$ cat src/inc/pic_pkg.sv
// Purpose: Shared constants and types of the priority interrupt controller.
// Assumes: 8-bit register port, one register per address.
// Notes: Source index order is the fixed default priority order.
package pic_pkg;
  // ----------------------------------------
  // Sources
  // ----------------------------------------
  localparam int NUM_SRC = 7;
  localparam int NUM_PIN = 5;
  localparam logic [3:0] SRC_NMI = 4'h7;
  localparam logic [3:0] SRC_WDT = 4'h8;
  localparam logic [3:0] SRC_TRAP = 4'h9;
  localparam logic [3:0] SRC_BRK = 4'hA;
  localparam logic [3:0] SRC_BREAK_BANK_SWITCH_INSTRUCTION = 4'hB;

  // ----------------------------------------
  // Register addresses
  // ----------------------------------------
  localparam logic [7:0] ADDR_CTRL0 = 8'h00;
  localparam logic [7:0] ADDR_MASK = 8'h08;
  localparam logic [7:0] ADDR_MODE = 8'h09;
  localparam logic [7:0] ADDR_INSVC = 8'h0A;
  localparam logic [7:0] ADDR_CPUCTL = 8'h0B;
  localparam logic [7:0] ADDR_STATUS = 8'h0C;
  localparam logic [7:0] ADDR_EDGE = 8'h0D;
  localparam logic [7:0] ADDR_PINS = 8'h0E;
  localparam logic [7:0] ADDR_CAP0L = 8'h10;
  localparam logic [7:0] ADDR_CAP0H = 8'h11;
  localparam logic [7:0] ADDR_CAP1L = 8'h12;
  localparam logic [7:0] ADDR_CAP1H = 8'h13;

  // ----------------------------------------
  // Fields and reset values
  // ----------------------------------------
  localparam int CTL_FLAG_BIT = 7;
  localparam int CTL_MASK_BIT = 6;
  localparam int CTL_ISM_BIT = 5;
  localparam int CTL_CSE_BIT = 4;
  localparam logic [7:0] CTL_WR_MASK = 8'hF3;
  localparam int MODE_NEST_BIT = 7;
  localparam int MODE_WDT_FIRST_BIT = 0;
  localparam int CPU_ORIGIN_BIT = 1;
  localparam int STATUS_IE_BIT = 3;
  localparam logic [7:0] CTRL_RST = 8'h43;
  localparam logic [6:0] MASK_RST = 7'h7F;
  localparam logic [7:0] MODE_RST = 8'h80;
  localparam logic [3:0] INSVC_RST = 4'h0;
  localparam logic [7:0] CPUCTL_RST = 8'h00;
  localparam logic [7:0] EDGE_RST = 8'h00;
  localparam logic [1:0] NMI_EDGE_CFG = 2'h1;
  localparam logic [1:0] PRI_LOWEST = 2'h3;
  localparam logic [2:0] LEVEL_IDLE = 3'h4;

  // ----------------------------------------
  // Vectors and macro-service words
  // ----------------------------------------
  localparam logic [15:0] VEC_NMI = 16'h0002;
  localparam logic [15:0] VEC_WDT = 16'h0004;
  localparam logic [15:0] VEC_MASK_BASE = 16'h0006;
  localparam logic [15:0] VEC_TRAP = 16'h003C;
  localparam logic [15:0] VEC_BRK = 16'h003E;
  localparam logic [15:0] VEC_NONE = 16'h0000;
  localparam logic [15:0] ORIGIN_HI = 16'h8000;
  localparam logic [15:0] MACRO_WORD_BASE = 16'hFE06;

  typedef enum logic [1:0] {KIND_VECTOR, KIND_CONTEXT, KIND_MACRO} pic_kind_type;
endpackage : pic_pkg

$ cat src/inc/pic_edge_if.sv
// Purpose: Carries pin levels, edge settings and edge hits between modules.
// Assumes: One bit of level and hit per pin, two bits of setting per pin.
// Notes: Setting bit 0 selects rising, bit 1 falling.
`timescale 1ns/10ps
interface pic_edge_if #(parameter int N = 5);
  logic [N-1:0] pinLevel;
  logic [N-1:0] edgeHit;
  logic [2*N-1:0] edgeCfg;
  modport det (input edgeCfg, output pinLevel, output edgeHit);
  modport ctl (output edgeCfg, input pinLevel, input edgeHit);
endinterface : pic_edge_if

$ cat src/rtl/pic_edge_detect.sv
// Purpose: Synchronises request pins and detects the selected edges.
// Assumes: Pins are asynchronous to clk.
// Notes: Hits are combinational from the second and third stages.
`timescale 1ns/10ps
module pic_edge_detect #(
  parameter int N = 5
) (
  // Clock and reset
  input wire logic clk,
  input wire logic rst,
  // Raw pins
  input wire logic [N-1:0] pinRaw,
  // Toward the controller
  pic_edge_if.det edge_io
);
  // ----------------------------------------
  // Per-pin synchroniser and edge finder
  // ----------------------------------------
  genvar g;
  generate
    for (g = 0; g < N; g++) begin : g_pin
      logic meta_r;
      logic sync_r;
      logic prev_r;
      always_ff @(posedge clk or posedge rst) begin
        if (rst) begin
          meta_r <= 1'b0;
          sync_r <= 1'b0;
          prev_r <= 1'b0;
        end else begin
          meta_r <= pinRaw[g];
          sync_r <= meta_r;
          prev_r <= sync_r;
        end
      end
      assign edge_io.pinLevel[g] = sync_r;
      assign edge_io.edgeHit[g] = (sync_r & ~prev_r & edge_io.edgeCfg[2*g])
                                | (~sync_r & prev_r & edge_io.edgeCfg[2*g+1]);
    end
  endgenerate
endmodule : pic_edge_detect

$ cat src/rtl/pic_controller.sv
// Purpose: Programmable-priority interrupt controller in front of the core.
// Assumes: Timer and core pulses are on clk; pins are asynchronous.
// Notes: One entry per cycle at most, presented for one cycle.
//
// What this block does
// - Seven maskable sources: four pins, three timers
// - Also NMI, watchdog, software traps
// - Software traps unmasked; bank-switch break uses context
// - Default priority order timer0, pins 0-1, timers 1-2, pins 2-3
// - Maskable vectors 0006H-0012H or 8006H-8012H
// - Fixed trap, break vectors; NMI, watchdog vectors follow origin
// - Macro-service words FE06H-FE12H per source
// - Control register: flag, mask, macro, context, priority
// - Request flag shows a received request
// - Either mask bit holds request pending
// - Macro select routes macro; context selects entry
// - Four programmable levels per source
// - Mode register gates level 3 nesting
// - In-service level: hardware written, software read
// - Global enable off blocks software-serviced requests
// - Enable set/cleared by instructions, write, acceptance
// - Pin edges selectable; pins readable when masked
// - Pins 0 and 1 capture free-running timer
// - Accept only strictly higher than current level, or level 3 at level 3 when nesting on
// - Default order breaks ties within a level
// - Context select enters via bank switch
// - Nonmaskables beat maskables; traps first, NMI/watchdog order selectable
`timescale 1ns/10ps
module pic_controller
  import pic_pkg::*;
(
  // Clock and reset
  input wire logic clk,
  input wire logic rst,
  // Register port
  input wire logic [7:0] regAddr,
  input wire logic [7:0] regWdata,
  input wire logic regWr,
  input wire logic regRd,
  output logic [7:0] regRdata,
  // Request sources
  input wire logic timer0OverflowRequest,
  input wire logic timer1MatchRequest,
  input wire logic timer2MatchRequest,
  input wire logic watchdogOverflowRequest,
  input wire logic [3:0] edgeInputPort,
  input wire logic nmiPin,
  input wire logic [15:0] timerValue,
  // Core
  input wire logic enableIrqInstruction,
  input wire logic disableIrqInstruction,
  input wire logic breakInstruction,
  input wire logic breakBankSwitchInstruction,
  input wire logic opcodeTrap,
  input wire logic returnInstruction,
  output logic takeValid,
  output pic_kind_type takeKind,
  output logic [3:0] takeSource,
  output logic [1:0] takeLevel,
  output logic [15:0] takeVector,
  output logic [15:0] macroWord,
  output logic globalIrqEnable
);
  // ----------------------------------------
  // State
  // ----------------------------------------
  logic [7:0] ctrl_r [NUM_SRC];
  logic [7:0] ctrl_nxt [NUM_SRC];
  logic [6:0] maskFlagBank_r, maskFlagBank_nxt;
  logic [7:0] irqModeControl_r, irqModeControl_nxt;
  logic [3:0] inServiceLevel_r, inServiceLevel_nxt;
  logic [7:0] cpuCtl_r, cpuCtl_nxt;
  logic [7:0] edgeCfg_r, edgeCfg_nxt;
  logic globalIrqEnable_r, globalIrqEnable_nxt;
  logic nmiPend_r, nmiPend_nxt;
  logic wdtPend_r, wdtPend_nxt;
  logic [15:0] captureReg0_r, captureReg0_nxt;
  logic [15:0] captureReg1_r, captureReg1_nxt;
  logic [7:0] regRdata_r, regRdata_nxt;
  logic takeValid_r, takeValid_nxt;
  pic_kind_type takeKind_r, takeKind_nxt;
  logic [3:0] takeSource_r, takeSource_nxt;
  logic [1:0] takeLevel_r, takeLevel_nxt;
  logic [15:0] takeVector_r, takeVector_nxt;
  logic [15:0] macroWord_r, macroWord_nxt;

  // ----------------------------------------
  // Pins
  // ----------------------------------------
  pic_edge_if #(.N(NUM_PIN)) edgeBus ();
  assign edgeBus.edgeCfg = {NMI_EDGE_CFG, edgeCfg_r};

  pic_edge_detect #(.N(NUM_PIN)) u_edge (
    .clk(clk),
    .rst(rst),
    .pinRaw({nmiPin, edgeInputPort}),
    .edge_io(edgeBus)
  );

  // ----------------------------------------
  // Arbitration terms
  // ----------------------------------------
  logic [6:0] srcSet;
  logic [6:0] effMask;
  logic [6:0] ready, flagBits;
  logic [2:0] curLevel;
  logic [3:0] lowestSvc;
  logic [15:0] origin;
  logic nestOk;

  assign srcSet = {edgeBus.edgeHit[3], edgeBus.edgeHit[2], timer2MatchRequest,
                   timer1MatchRequest, edgeBus.edgeHit[1], edgeBus.edgeHit[0],
                   timer0OverflowRequest};
  // Most urgent in-service level is the lowest set bit
  assign lowestSvc = inServiceLevel_r & (4'(~inServiceLevel_r) + 4'h1);
  assign origin = cpuCtl_r[CPU_ORIGIN_BIT] ? ORIGIN_HI : VEC_NONE;
  assign nestOk = ~irqModeControl_r[MODE_NEST_BIT];

  always_comb begin
    curLevel = LEVEL_IDLE;
    for (int l = 3; l >= 0; l--) begin
      if (inServiceLevel_r[l]) begin
        curLevel = 3'(l);
      end
    end
  end

  generate
    for (genvar i = 0; i < NUM_SRC; i++) begin : g_src
      assign effMask[i] = ctrl_r[i][CTL_MASK_BIT] | maskFlagBank_r[i];
      assign ready[i] = ctrl_r[i][CTL_FLAG_BIT] & ~effMask[i];
      assign flagBits[i] = ctrl_r[i][CTL_FLAG_BIT];
    end
  endgenerate

  logic macroFound, softFound;
  logic [2:0] macroIdx, softIdx;
  logic [1:0] softPri;

  always_comb begin
    macroFound = 1'b0;
    softFound = 1'b0;
    macroIdx = 3'h0;
    softIdx = 3'h0;
    softPri = PRI_LOWEST;
    for (int i = 0; i < NUM_SRC; i++) begin
      if (ready[i] && ctrl_r[i][CTL_ISM_BIT]) begin
        if (!macroFound) begin
          macroFound = 1'b1;
          macroIdx = 3'(i);
        end
      end else if (ready[i] && globalIrqEnable_r
                   && ({1'b0, ctrl_r[i][1:0]} < curLevel
                       || (ctrl_r[i][1:0] == PRI_LOWEST
                           && curLevel == {1'b0, PRI_LOWEST} && nestOk))) begin
        // Strict compare keeps the lower index on a tie
        if (!softFound || ctrl_r[i][1:0] < softPri) begin
          softFound = 1'b1;
          softIdx = 3'(i);
          softPri = ctrl_r[i][1:0];
        end
      end
    end
  end

  // ----------------------------------------
  // Next state
  // ----------------------------------------
  logic swTrap;
  logic wdtFirst;
  logic takeMask;
  logic [2:0] takeIdx;

  always_comb begin
    for (int i = 0; i < NUM_SRC; i++) begin
      ctrl_nxt[i] = ctrl_r[i];
    end
    maskFlagBank_nxt = maskFlagBank_r;
    irqModeControl_nxt = irqModeControl_r;
    inServiceLevel_nxt = inServiceLevel_r;
    cpuCtl_nxt = cpuCtl_r;
    edgeCfg_nxt = edgeCfg_r;
    globalIrqEnable_nxt = globalIrqEnable_r;
    nmiPend_nxt = nmiPend_r;
    wdtPend_nxt = wdtPend_r;
    captureReg0_nxt = captureReg0_r;
    captureReg1_nxt = captureReg1_r;
    regRdata_nxt = 8'h00;
    takeValid_nxt = 1'b0;
    takeKind_nxt = KIND_VECTOR;
    takeSource_nxt = 4'h0;
    takeLevel_nxt = 2'h0;
    takeVector_nxt = VEC_NONE;
    macroWord_nxt = VEC_NONE;
    takeMask = 1'b0;
    takeIdx = 3'h0;
    swTrap = opcodeTrap | breakInstruction | breakBankSwitchInstruction;
    wdtFirst = irqModeControl_r[MODE_WDT_FIRST_BIT];

    // Software access
    if (regWr) begin
      for (int i = 0; i < NUM_SRC; i++) begin
        if (regAddr == ADDR_CTRL0 + 8'(i)) begin
          ctrl_nxt[i] = regWdata & CTL_WR_MASK;
        end
      end
      unique case (regAddr)
        ADDR_MASK: maskFlagBank_nxt = regWdata[6:0];
        ADDR_MODE: irqModeControl_nxt = regWdata;
        ADDR_CPUCTL: cpuCtl_nxt = regWdata;
        ADDR_STATUS: globalIrqEnable_nxt = regWdata[STATUS_IE_BIT];
        ADDR_EDGE: edgeCfg_nxt = regWdata;
        default: ;
      endcase
    end
    if (regRd) begin
      for (int i = 0; i < NUM_SRC; i++) begin
        if (regAddr == ADDR_CTRL0 + 8'(i)) begin
          regRdata_nxt = ctrl_r[i];
        end
      end
      unique case (regAddr)
        ADDR_MASK: regRdata_nxt = {1'b0, maskFlagBank_r};
        ADDR_MODE: regRdata_nxt = irqModeControl_r;
        ADDR_INSVC: regRdata_nxt = {4'h0, inServiceLevel_r};
        ADDR_CPUCTL: regRdata_nxt = cpuCtl_r;
        ADDR_STATUS: regRdata_nxt = 8'(globalIrqEnable_r) << STATUS_IE_BIT;
        ADDR_EDGE: regRdata_nxt = edgeCfg_r;
        ADDR_PINS: regRdata_nxt = {3'h0, edgeBus.pinLevel};
        ADDR_CAP0L: regRdata_nxt = captureReg0_r[7:0];
        ADDR_CAP0H: regRdata_nxt = captureReg0_r[15:8];
        ADDR_CAP1L: regRdata_nxt = captureReg1_r[7:0];
        ADDR_CAP1H: regRdata_nxt = captureReg1_r[15:8];
        default: ;
      endcase
    end
    if (enableIrqInstruction) begin
      globalIrqEnable_nxt = 1'b1;
    end
    if (disableIrqInstruction) begin
      globalIrqEnable_nxt = 1'b0;
    end
    if (returnInstruction) begin
      inServiceLevel_nxt = inServiceLevel_r & ~lowestSvc;
    end

    // Acceptance, strongest first
    if (swTrap) begin
      takeValid_nxt = 1'b1;
      if (breakBankSwitchInstruction) begin
        takeKind_nxt = KIND_CONTEXT;
        takeSource_nxt = SRC_BREAK_BANK_SWITCH_INSTRUCTION;
      end else if (breakInstruction) begin
        takeSource_nxt = SRC_BRK;
        takeVector_nxt = VEC_BRK;
      end else begin
        takeSource_nxt = SRC_TRAP;
        takeVector_nxt = VEC_TRAP;
      end
    end else if (nmiPend_r && (!wdtPend_r || !wdtFirst)) begin
      takeValid_nxt = 1'b1;
      takeSource_nxt = SRC_NMI;
      takeVector_nxt = origin | VEC_NMI;
      nmiPend_nxt = 1'b0;
    end else if (wdtPend_r) begin
      takeValid_nxt = 1'b1;
      takeSource_nxt = SRC_WDT;
      takeVector_nxt = origin | VEC_WDT;
      wdtPend_nxt = 1'b0;
    end else if (macroFound) begin
      takeValid_nxt = 1'b1;
      takeMask = 1'b1;
      takeIdx = macroIdx;
      takeKind_nxt = KIND_MACRO;
    end else if (softFound) begin
      takeValid_nxt = 1'b1;
      takeMask = 1'b1;
      takeIdx = softIdx;
      takeKind_nxt = ctrl_r[softIdx][CTL_CSE_BIT] ? KIND_CONTEXT : KIND_VECTOR;
      inServiceLevel_nxt[softPri] = 1'b1;
    end
    if (takeMask) begin
      takeSource_nxt = {1'b0, takeIdx};
      takeLevel_nxt = ctrl_r[takeIdx][1:0];
      takeVector_nxt = origin | (VEC_MASK_BASE + {12'h000, takeIdx, 1'b0});
      macroWord_nxt = MACRO_WORD_BASE + {12'h000, takeIdx, 1'b0};
      ctrl_nxt[takeIdx][CTL_FLAG_BIT] = 1'b0;
    end
    if (takeValid_nxt) begin
      globalIrqEnable_nxt = 1'b0;
    end

    // New events win over any clear in the same cycle
    for (int i = 0; i < NUM_SRC; i++) begin
      if (srcSet[i]) begin
        ctrl_nxt[i][CTL_FLAG_BIT] = 1'b1;
      end
    end
    if (edgeBus.edgeHit[4]) begin
      nmiPend_nxt = 1'b1;
    end
    if (watchdogOverflowRequest) begin
      wdtPend_nxt = 1'b1;
    end
    if (edgeBus.edgeHit[0]) begin
      captureReg0_nxt = timerValue;
    end
    if (edgeBus.edgeHit[1]) begin
      captureReg1_nxt = timerValue;
    end
  end

  // ----------------------------------------
  // Registers
  // ----------------------------------------
  always_ff @(posedge clk or posedge rst) begin
    if (rst) begin
      for (int i = 0; i < NUM_SRC; i++) begin
        ctrl_r[i] <= CTRL_RST;
      end
      maskFlagBank_r <= MASK_RST;
      irqModeControl_r <= MODE_RST;
      inServiceLevel_r <= INSVC_RST;
      cpuCtl_r <= CPUCTL_RST;
      edgeCfg_r <= EDGE_RST;
      globalIrqEnable_r <= 1'b0;
      nmiPend_r <= 1'b0;
      wdtPend_r <= 1'b0;
      captureReg0_r <= 16'h0000;
      captureReg1_r <= 16'h0000;
      regRdata_r <= 8'h00;
      takeValid_r <= 1'b0;
      takeKind_r <= KIND_VECTOR;
      takeSource_r <= 4'h0;
      takeLevel_r <= 2'h0;
      takeVector_r <= VEC_NONE;
      macroWord_r <= VEC_NONE;
    end else begin
      for (int i = 0; i < NUM_SRC; i++) begin
        ctrl_r[i] <= ctrl_nxt[i];
      end
      maskFlagBank_r <= maskFlagBank_nxt;
      irqModeControl_r <= irqModeControl_nxt;
      inServiceLevel_r <= inServiceLevel_nxt;
      cpuCtl_r <= cpuCtl_nxt;
      edgeCfg_r <= edgeCfg_nxt;
      globalIrqEnable_r <= globalIrqEnable_nxt;
      nmiPend_r <= nmiPend_nxt;
      wdtPend_r <= wdtPend_nxt;
      captureReg0_r <= captureReg0_nxt;
      captureReg1_r <= captureReg1_nxt;
      regRdata_r <= regRdata_nxt;
      takeValid_r <= takeValid_nxt;
      takeKind_r <= takeKind_nxt;
      takeSource_r <= takeSource_nxt;
      takeLevel_r <= takeLevel_nxt;
      takeVector_r <= takeVector_nxt;
      macroWord_r <= macroWord_nxt;
    end
  end

  assign regRdata = regRdata_r;
  assign takeValid = takeValid_r;
  assign takeKind = takeKind_r;
  assign takeSource = takeSource_r;
  assign takeLevel = takeLevel_r;
  assign takeVector = takeVector_r;
  assign macroWord = macroWord_r;
  assign globalIrqEnable = globalIrqEnable_r;

  logic maskTaken;
  assign maskTaken = takeValid_r && takeSource_r < SRC_NMI;
endmodule : pic_controller

$ cat config.mk
export PLATFORM = sky130hd
export DESIGN_NAME = pic_controller
export DESIGN_NICKNAME = d
export VERILOG_FILES = /design/src/inc/pic_pkg.sv /design/src/inc/pic_edge_if.sv /design/src/rtl/pic_edge_detect.sv /design/src/rtl/pic_controller.sv
export SDC_FILE = /design/constraint.sdc
export NUM_CORES = 1
export LEC_CHECK = 0
export BUFFER_PORTS_ARGS = -buffer_cell sky130_fd_sc_hd__buf_4
export CORE_MARGIN = 10
export CORE_UTILIZATION = 45
export DETAILED_ROUTE_END_ITERATION = 12
export PLACE_DENSITY = 0.73
export SYNTH_ARGS = -nofsm -noshare
export SYNTH_HDL_FRONTEND = slang
export SYNTH_SLANG_ARGS = --single-unit
export TNS_END_PERCENT = 50
$ cat constraint.sdc
create_clock -name clk -period 4.86 [get_ports clk]
set_clock_uncertainty 0.15 [all_clocks]
set_input_delay 0.486 -clock clk [delete_from_list [all_inputs] [get_ports clk]]
set_output_delay 0.486 -clock clk [all_outputs]
set_load 0.01 [all_outputs]
======== After elaboration in Yosys (flattened, before gate mapping) ========
Cells that the tools add are included.
cells by class
  eq/ne operators ......................... 28
  order comparisons ....................... 18
  $mul .................................... 0
  div/mod/pow operators ................... 0
  $add $sub $neg .......................... 3
  multiplexer cells ....................... 168
  shift operators ......................... 0
  bitwise operators ....................... 64
  reduce and logical (&&, ||, !) cells .... 71
operators by type and width
  cell                  number
  $mux W8               16
  $mux W56              2
  $mux W3               34
  $mux W16              6
  $pmux W8 S11          1
  $mux W1               62
  $mux W2               30
  $and A56 B56 Y56      1
  $eq A8 B4 Y1 const B  7
  $not A56 Y56          1
  $bmux W8 S3           2
  $mux W4               10
  $logic_and A1 B1 Y1   38
  $eq A8 B5 Y1 const B  4
  $and A1 B1 Y1         24
  $demux W8 S3          1
  $eq A8 B3 Y1 const B  3
  $lt A2 B3 Y1          7
  $not A1 Y1            17
  $eq A8 B2 Y1 const B  2
  $or A16 B5 Y16        1
  $eq A2 B2 Y1 const B  7
  $logic_or A1 B1 Y1    14
  $reduce_and A2 Y1     7
  other kinds (23)      55
word-level totals
  output and inout port bits .............. 50
  word-level logic and storage cells ...... 391
  ROM bits ................................ 0
  RAM bits ................................ 0
  latch bits .............................. 0
  memories ................................ 0
  flip-flop bits (word level) ............. 190
  input port bits ......................... 51

======== Logic depth before layout (Yosys ltp) ========
  word-level depth ........................ 55
  mapped depth ............................ 23
  mapped depth without buffers ............ 21

======== Cells and area by module ========
Synthesis repeated with hierarchy kept, for this count alone.
unflattened totals
  cell total of the unflattened synthesis .. 752
  area total of the unflattened synthesis .. 8597.0 um2
modules (own cells, without submodules)
  module           instances  cells each  sequential area each (um2)  area each (um2)
  pic_controller   1          716         3539.6                      8080.2
  pic_edge_detect  1          36          375.4                       516.7

======== Worst setup path before layout ========
OpenSTA, ideal clock, no wires.
  path kind ............................... register to register
  from .................................... register inServiceLevel_r[1]
  to ...................................... register takeVector_r[3], in the netlist takeVector[3]
  data required time ...................... 4586 ps
  clock period less this slack ............ 4630 ps
  library setup time ...................... 124 ps
  buffers on the path ..................... 2
  arrival ................................. 4356 ps
  setup slack ............................. 230 ps
  stages on the path, launching flop included .. 22
  path through ............................ dfrtp_1 > buf_2 > nor2_1 > o21ai_0 > ha_1 > nor2_1 > nor2_2 > a31oi_2 > or4_4 > a2111oi_4 > a32oi_1 > or2_4 > and3_1 > o21ai_2 > o21ai_4 > and2_4 > buf_6 > clkinv_8 > ha_1 > xor2_1 > nor2_1 > or2_1
between the ends
  cells in the longest elaborated chain, start to end .. 47
  elaborated cells on any way between the ends .. 124
  classes of those cells .................. add/sub (1); order compare (13); eq/ne (1); mux (68); bitwise (1); reduce/logical (40)
ends and longest elaborated chain
  what                                                   RTL line               text
  start: declaration                                     pic_controller.sv:71   logic [3:0] inServiceLevel_r, inServiceLevel_nxt;
  start signal: assignment                               pic_controller.sv:344  inServiceLevel_r <= inServiceLevel_nxt;
  $mux W3 (*) (2 in a row)                               pic_controller.sv:122  if (inServiceLevel_r[l]) begin
  branches (longest 44 deep; another with $lt A2 B3 Y1)  -
  $mux W16 (*)                                           pic_controller.sv:282  if (takeMask) begin
  via takeVector_nxt[3]                                  pic_controller.sv:84   logic [15:0] takeVector_r, takeVector_nxt;
  end signal: assignment                                 pic_controller.sv:357  takeVector_r <= takeVector_nxt;
  end: declaration                                       pic_controller.sv:84
Mark *: on every way through the listed nets, which the timed path passes.
A chain may end at the register's enable or synchronous reset.

======== Worst setup path after layout ========
Ends and elaborated chain as after synthesis.

==> reports/results.md <==
### Setup path
• **buffer and inverter count on the worst path** 2
• **worst-path cell with the longest stage delay** or4_4
• **worst stage delay on the critical path** 610 ps
• **most used cell along the critical path** nor2_1
• **Critical Path RT** 5010 ps
• **CP Capture Type** flop
• **worst path arrival time** 4760 ps
• **worst-path cell chain** nor2_1 > o21ai_0 > buf_4 > ha_1 > nor2_1 > nor2_2 > a31oi_2 > or4_4 > a2111oi_4 > a32oi_1 > or2_4 > and3_1 > o21ai_2 > o21ai_4 > and2_4 > clkinv_8 > ha_1 > xor2_1 > nor2_1 > or2_1
• **critical path startpoint category** flop
• **Top Family by Delay on Critical Path** simple AND/OR/NAND/NOR gates
• **category of the most critical setup path** flop to flop
• **Crit Path Max Fanout** 7

### Finish
• **share of post-route cells with drive strength above 1** 37.1%
• **final std cells w/o fill** 1097
• **most used cells in the layout excluding fill and tap cells** dfrtp_1, buf_4, mux2_2
• **post-synthesis to final-layout area growth** 17.5%
• **antenna diode count** 0
• **Net count, final** 915
• **leading cell type in the layout, fill and taps excluded** dfrtp_1
• **number of filler instances in the final layout** 1592

### Detailed routing
• **count of TritonRoute iterations in the first routing pass** 6
• **ratio of routed vias to standard cells** 6.09
• **ANT nets after route** 0
• **Routed Wire Length** 24.7 mm
• **number of vias in the routed layout** 6677
• **Wirelength per Cell** 22.5 um
• **drt initial violations** 620
• **DRC violations left** 0

### Hold path
• **Worst Hold Class** primary input to flop

### Yosys
• **syn avg cell area** 11.1 um^2
• **number of distinct library cells after synthesis** 89
• **sequential-to-total area share from yosys stat** 46.6%
• **yosys synthesis warning count** 0
• **proportion of register bits with asynchronous set or reset after synthesis** 100%
• **number of flops mapped to enable cells by yosys** 0
• **synthesized instance count** 758
• **top flip-flop cell by instance count after synthesis** dfrtp_1
• **Cell Area, Synth** 8400 um^2
• **count of state elements after synthesis** 155

### GRT
• **overall routing resource usage** 20.1%
• **maximum number of pins on one net before global-route repair** 101
• **via count of the first global-routing pass** 6737
• **global-route wire length before repair** 38.4 mm
• **GRT Residual Overflow** 0
• **antenna violations before repair** 1

### Clock network
• **post-cts resize count** 0
• **clock root buffer** clkbuf_16
• **Inserted Clock Buffers** 17
• **Clock Latency Late Sink** 420 ps
• **CTS tree** built
• **clock net sink count** 155
• **CTS HTree Levels** 4
• **deepest clock path buffer count** 2
• **number of buffers added for setup after CTS** 0
• **hold buffer count at CTS** 0
• **clock edge transition at the registers on the reported setup and hold paths** 60 ps

### Placed design
• **# placed instances** 1065
• **Placer Congestion** 0.913
• **PortBufs** 85
• **detailed placer's ending HPWL** 18.2 mm

### Floorplanning
• **Chip Height** 157 um
• **I/O pin total** 101
• **area of the placeable core** 18100 um^2
• **starting utilization of the core area** 46.3%
• **overall die area** 24500 um^2
• **Die Wd** 157 um
• **standard-cell rows** 49

### Timing
• **Slew headroom** 37.0%
• **RSZ-0062 raised after global routing** false
• **final total negative setup slack** 0 ps
• **Worst Tran Pin Value** 937 ps
• **Hold Fails Final Rpt** 0
• **number of setup violations in the final report** 0
• **shortest clock period the worst path allows after layout** 4600 ps
• **number of max-slew violations in the final report** 0
• **Achievable Freq** 0.217 GHz
• **crit share post-route** 94.7%

### Pwr
• **Leak Pwr** 4.44 nW
• **Power Density** 320 nW/um^2
• **Worst IR Drop VDD** 0.297 mV
• **total power** 3.16 mW

### Status
• **result of the run** finished clean

### Job
• **MaxCap Viol Count** 0

-- metrics by stage --
| step | setup slack [ps] | util [%] | hold WS, ps | instance area [um^2] |
|---|---|---|---|---|
| after global placement | 457 | 51.3 | 184 | 9300 |
| after floorplan | 93.8 | - | 181 | 8450 |
| after detailed placement | 355 | 51.3 | 188 | 9300 |
| after global routing | 4.07 | 54.4 | 8.78 | 9870 |
| after CTS | 288 | 54.3 | 10.6 | 9860 |
| final | 257 | 54.4 | 16.1 | 9870 |
-- path summary, 6_finish.rpt --
kind / startpoint / to / slack, ps / depth (start not counted)
max in group asynchronous: rst / u_edge.g_pin[2].meta_r / 3490 / 3
worst min-delay path: edgeInputPort[0] / u_edge.g_pin[0].meta_r / 20 / 1
worst max-delay path: inServiceLevel_r[1] / takeVector[3] / 260 / 20
worst max register to register: inServiceLevel_r[1] / takeVector[3] / 260 / 20
min in group asynchronous: rst / takeVector[2] / 110 / 2
worst min register to register: u_edge.g_pin[2].meta_r / u_edge.g_pin[2].sync_r / 200 / 0
-- report_power, final --
group,switching (mW),internal (mW)
registers,0.0982,1.43
clock network,0.517,0.734
logic,0.179,0.199
-- logic make-up (layout without fill, tap and decap cells) --
logic type | after synthesis | in the layout | synth area share, %
AO/OA/AOI/OAI | 181 | 181 | 16.7
XOR/XNOR | 1 | 1 | 0.104
adder cells (fa/ha/maj) | 9 | 9 | 1.34
buffers and inverters | 73 | 169 | 4.53
flip-flops | 155 | 155 | 46.6
multiplexers | 118 | 118 | 16.8
other | 1 | 15 | 0.0447
AND/OR/NAND/NOR | 220 | 220 | 13.8
-- per-layer routing --
metal / up-vias / global-route usage (%) / share of wire (%)
met5: - / 0 / 0.053
met4: 2 / 8.58 / 3.7
met3: 70 / 4.88 / 7.1
met2: 304 / 32.9 / 48
met1: 3293 / 24.9 / 41
li1: 3008 / - / -
-- registers in the layout, summed over array words and instances, names as in the netlist --
signal,cells
takeValid,1
u_edge.g_pin.prev_r,5
cpuCtl_r,8
inServiceLevel_r,4
takeVector,6
takeKind,2
captureReg0_r,16
takeSource,4
globalIrqEnable,1
irqModeControl_r,8
takeLevel,2
edgeCfg_r,8
u_edge.g_pin.sync_r,5
u_edge.g_pin.meta_r,5
regRdata,8
ctrl_r,42
macroWord,5
maskFlagBank_r,7
nmiPend_r,1
wdtPend_r,1
captureReg1_r,16
-- layout make-up --
type	instances	area, um^2	area share, %
Clock buffer	23	468	4.74
Timing Repair Buffer	111	833	8.44
Clock inverter	9	86.3	0.875
Inverter	26	115	1.17
Sequential cell	155	3920	39.7
Tap cell	229	287	2.90
Multi-Input combinational cell	544	4160	42.2
-- cells in the mapped netlist, types with 13 or more instances --
cell | count | area (um^2)
dfrtp_1 | 126 | 3150
mux2_2 | 101 | 1140
nor2_1 | 55 | 206
nand2_1 | 50 | 188
a21oi_1 | 37 | 185
dfstp_2 | 29 | 762
inv_1 | 23 | 86.3
buf_4 | 22 | 165
nor3_1 | 20 | 100
clkbuf_1 | 18 | 67.6
o21ai_0 | 18 | 90.1
nand3_1 | 14 | 70.1
a31oi_1 | 13 | 81.3
Note: power is estimated with default switching activity, not from simulation.
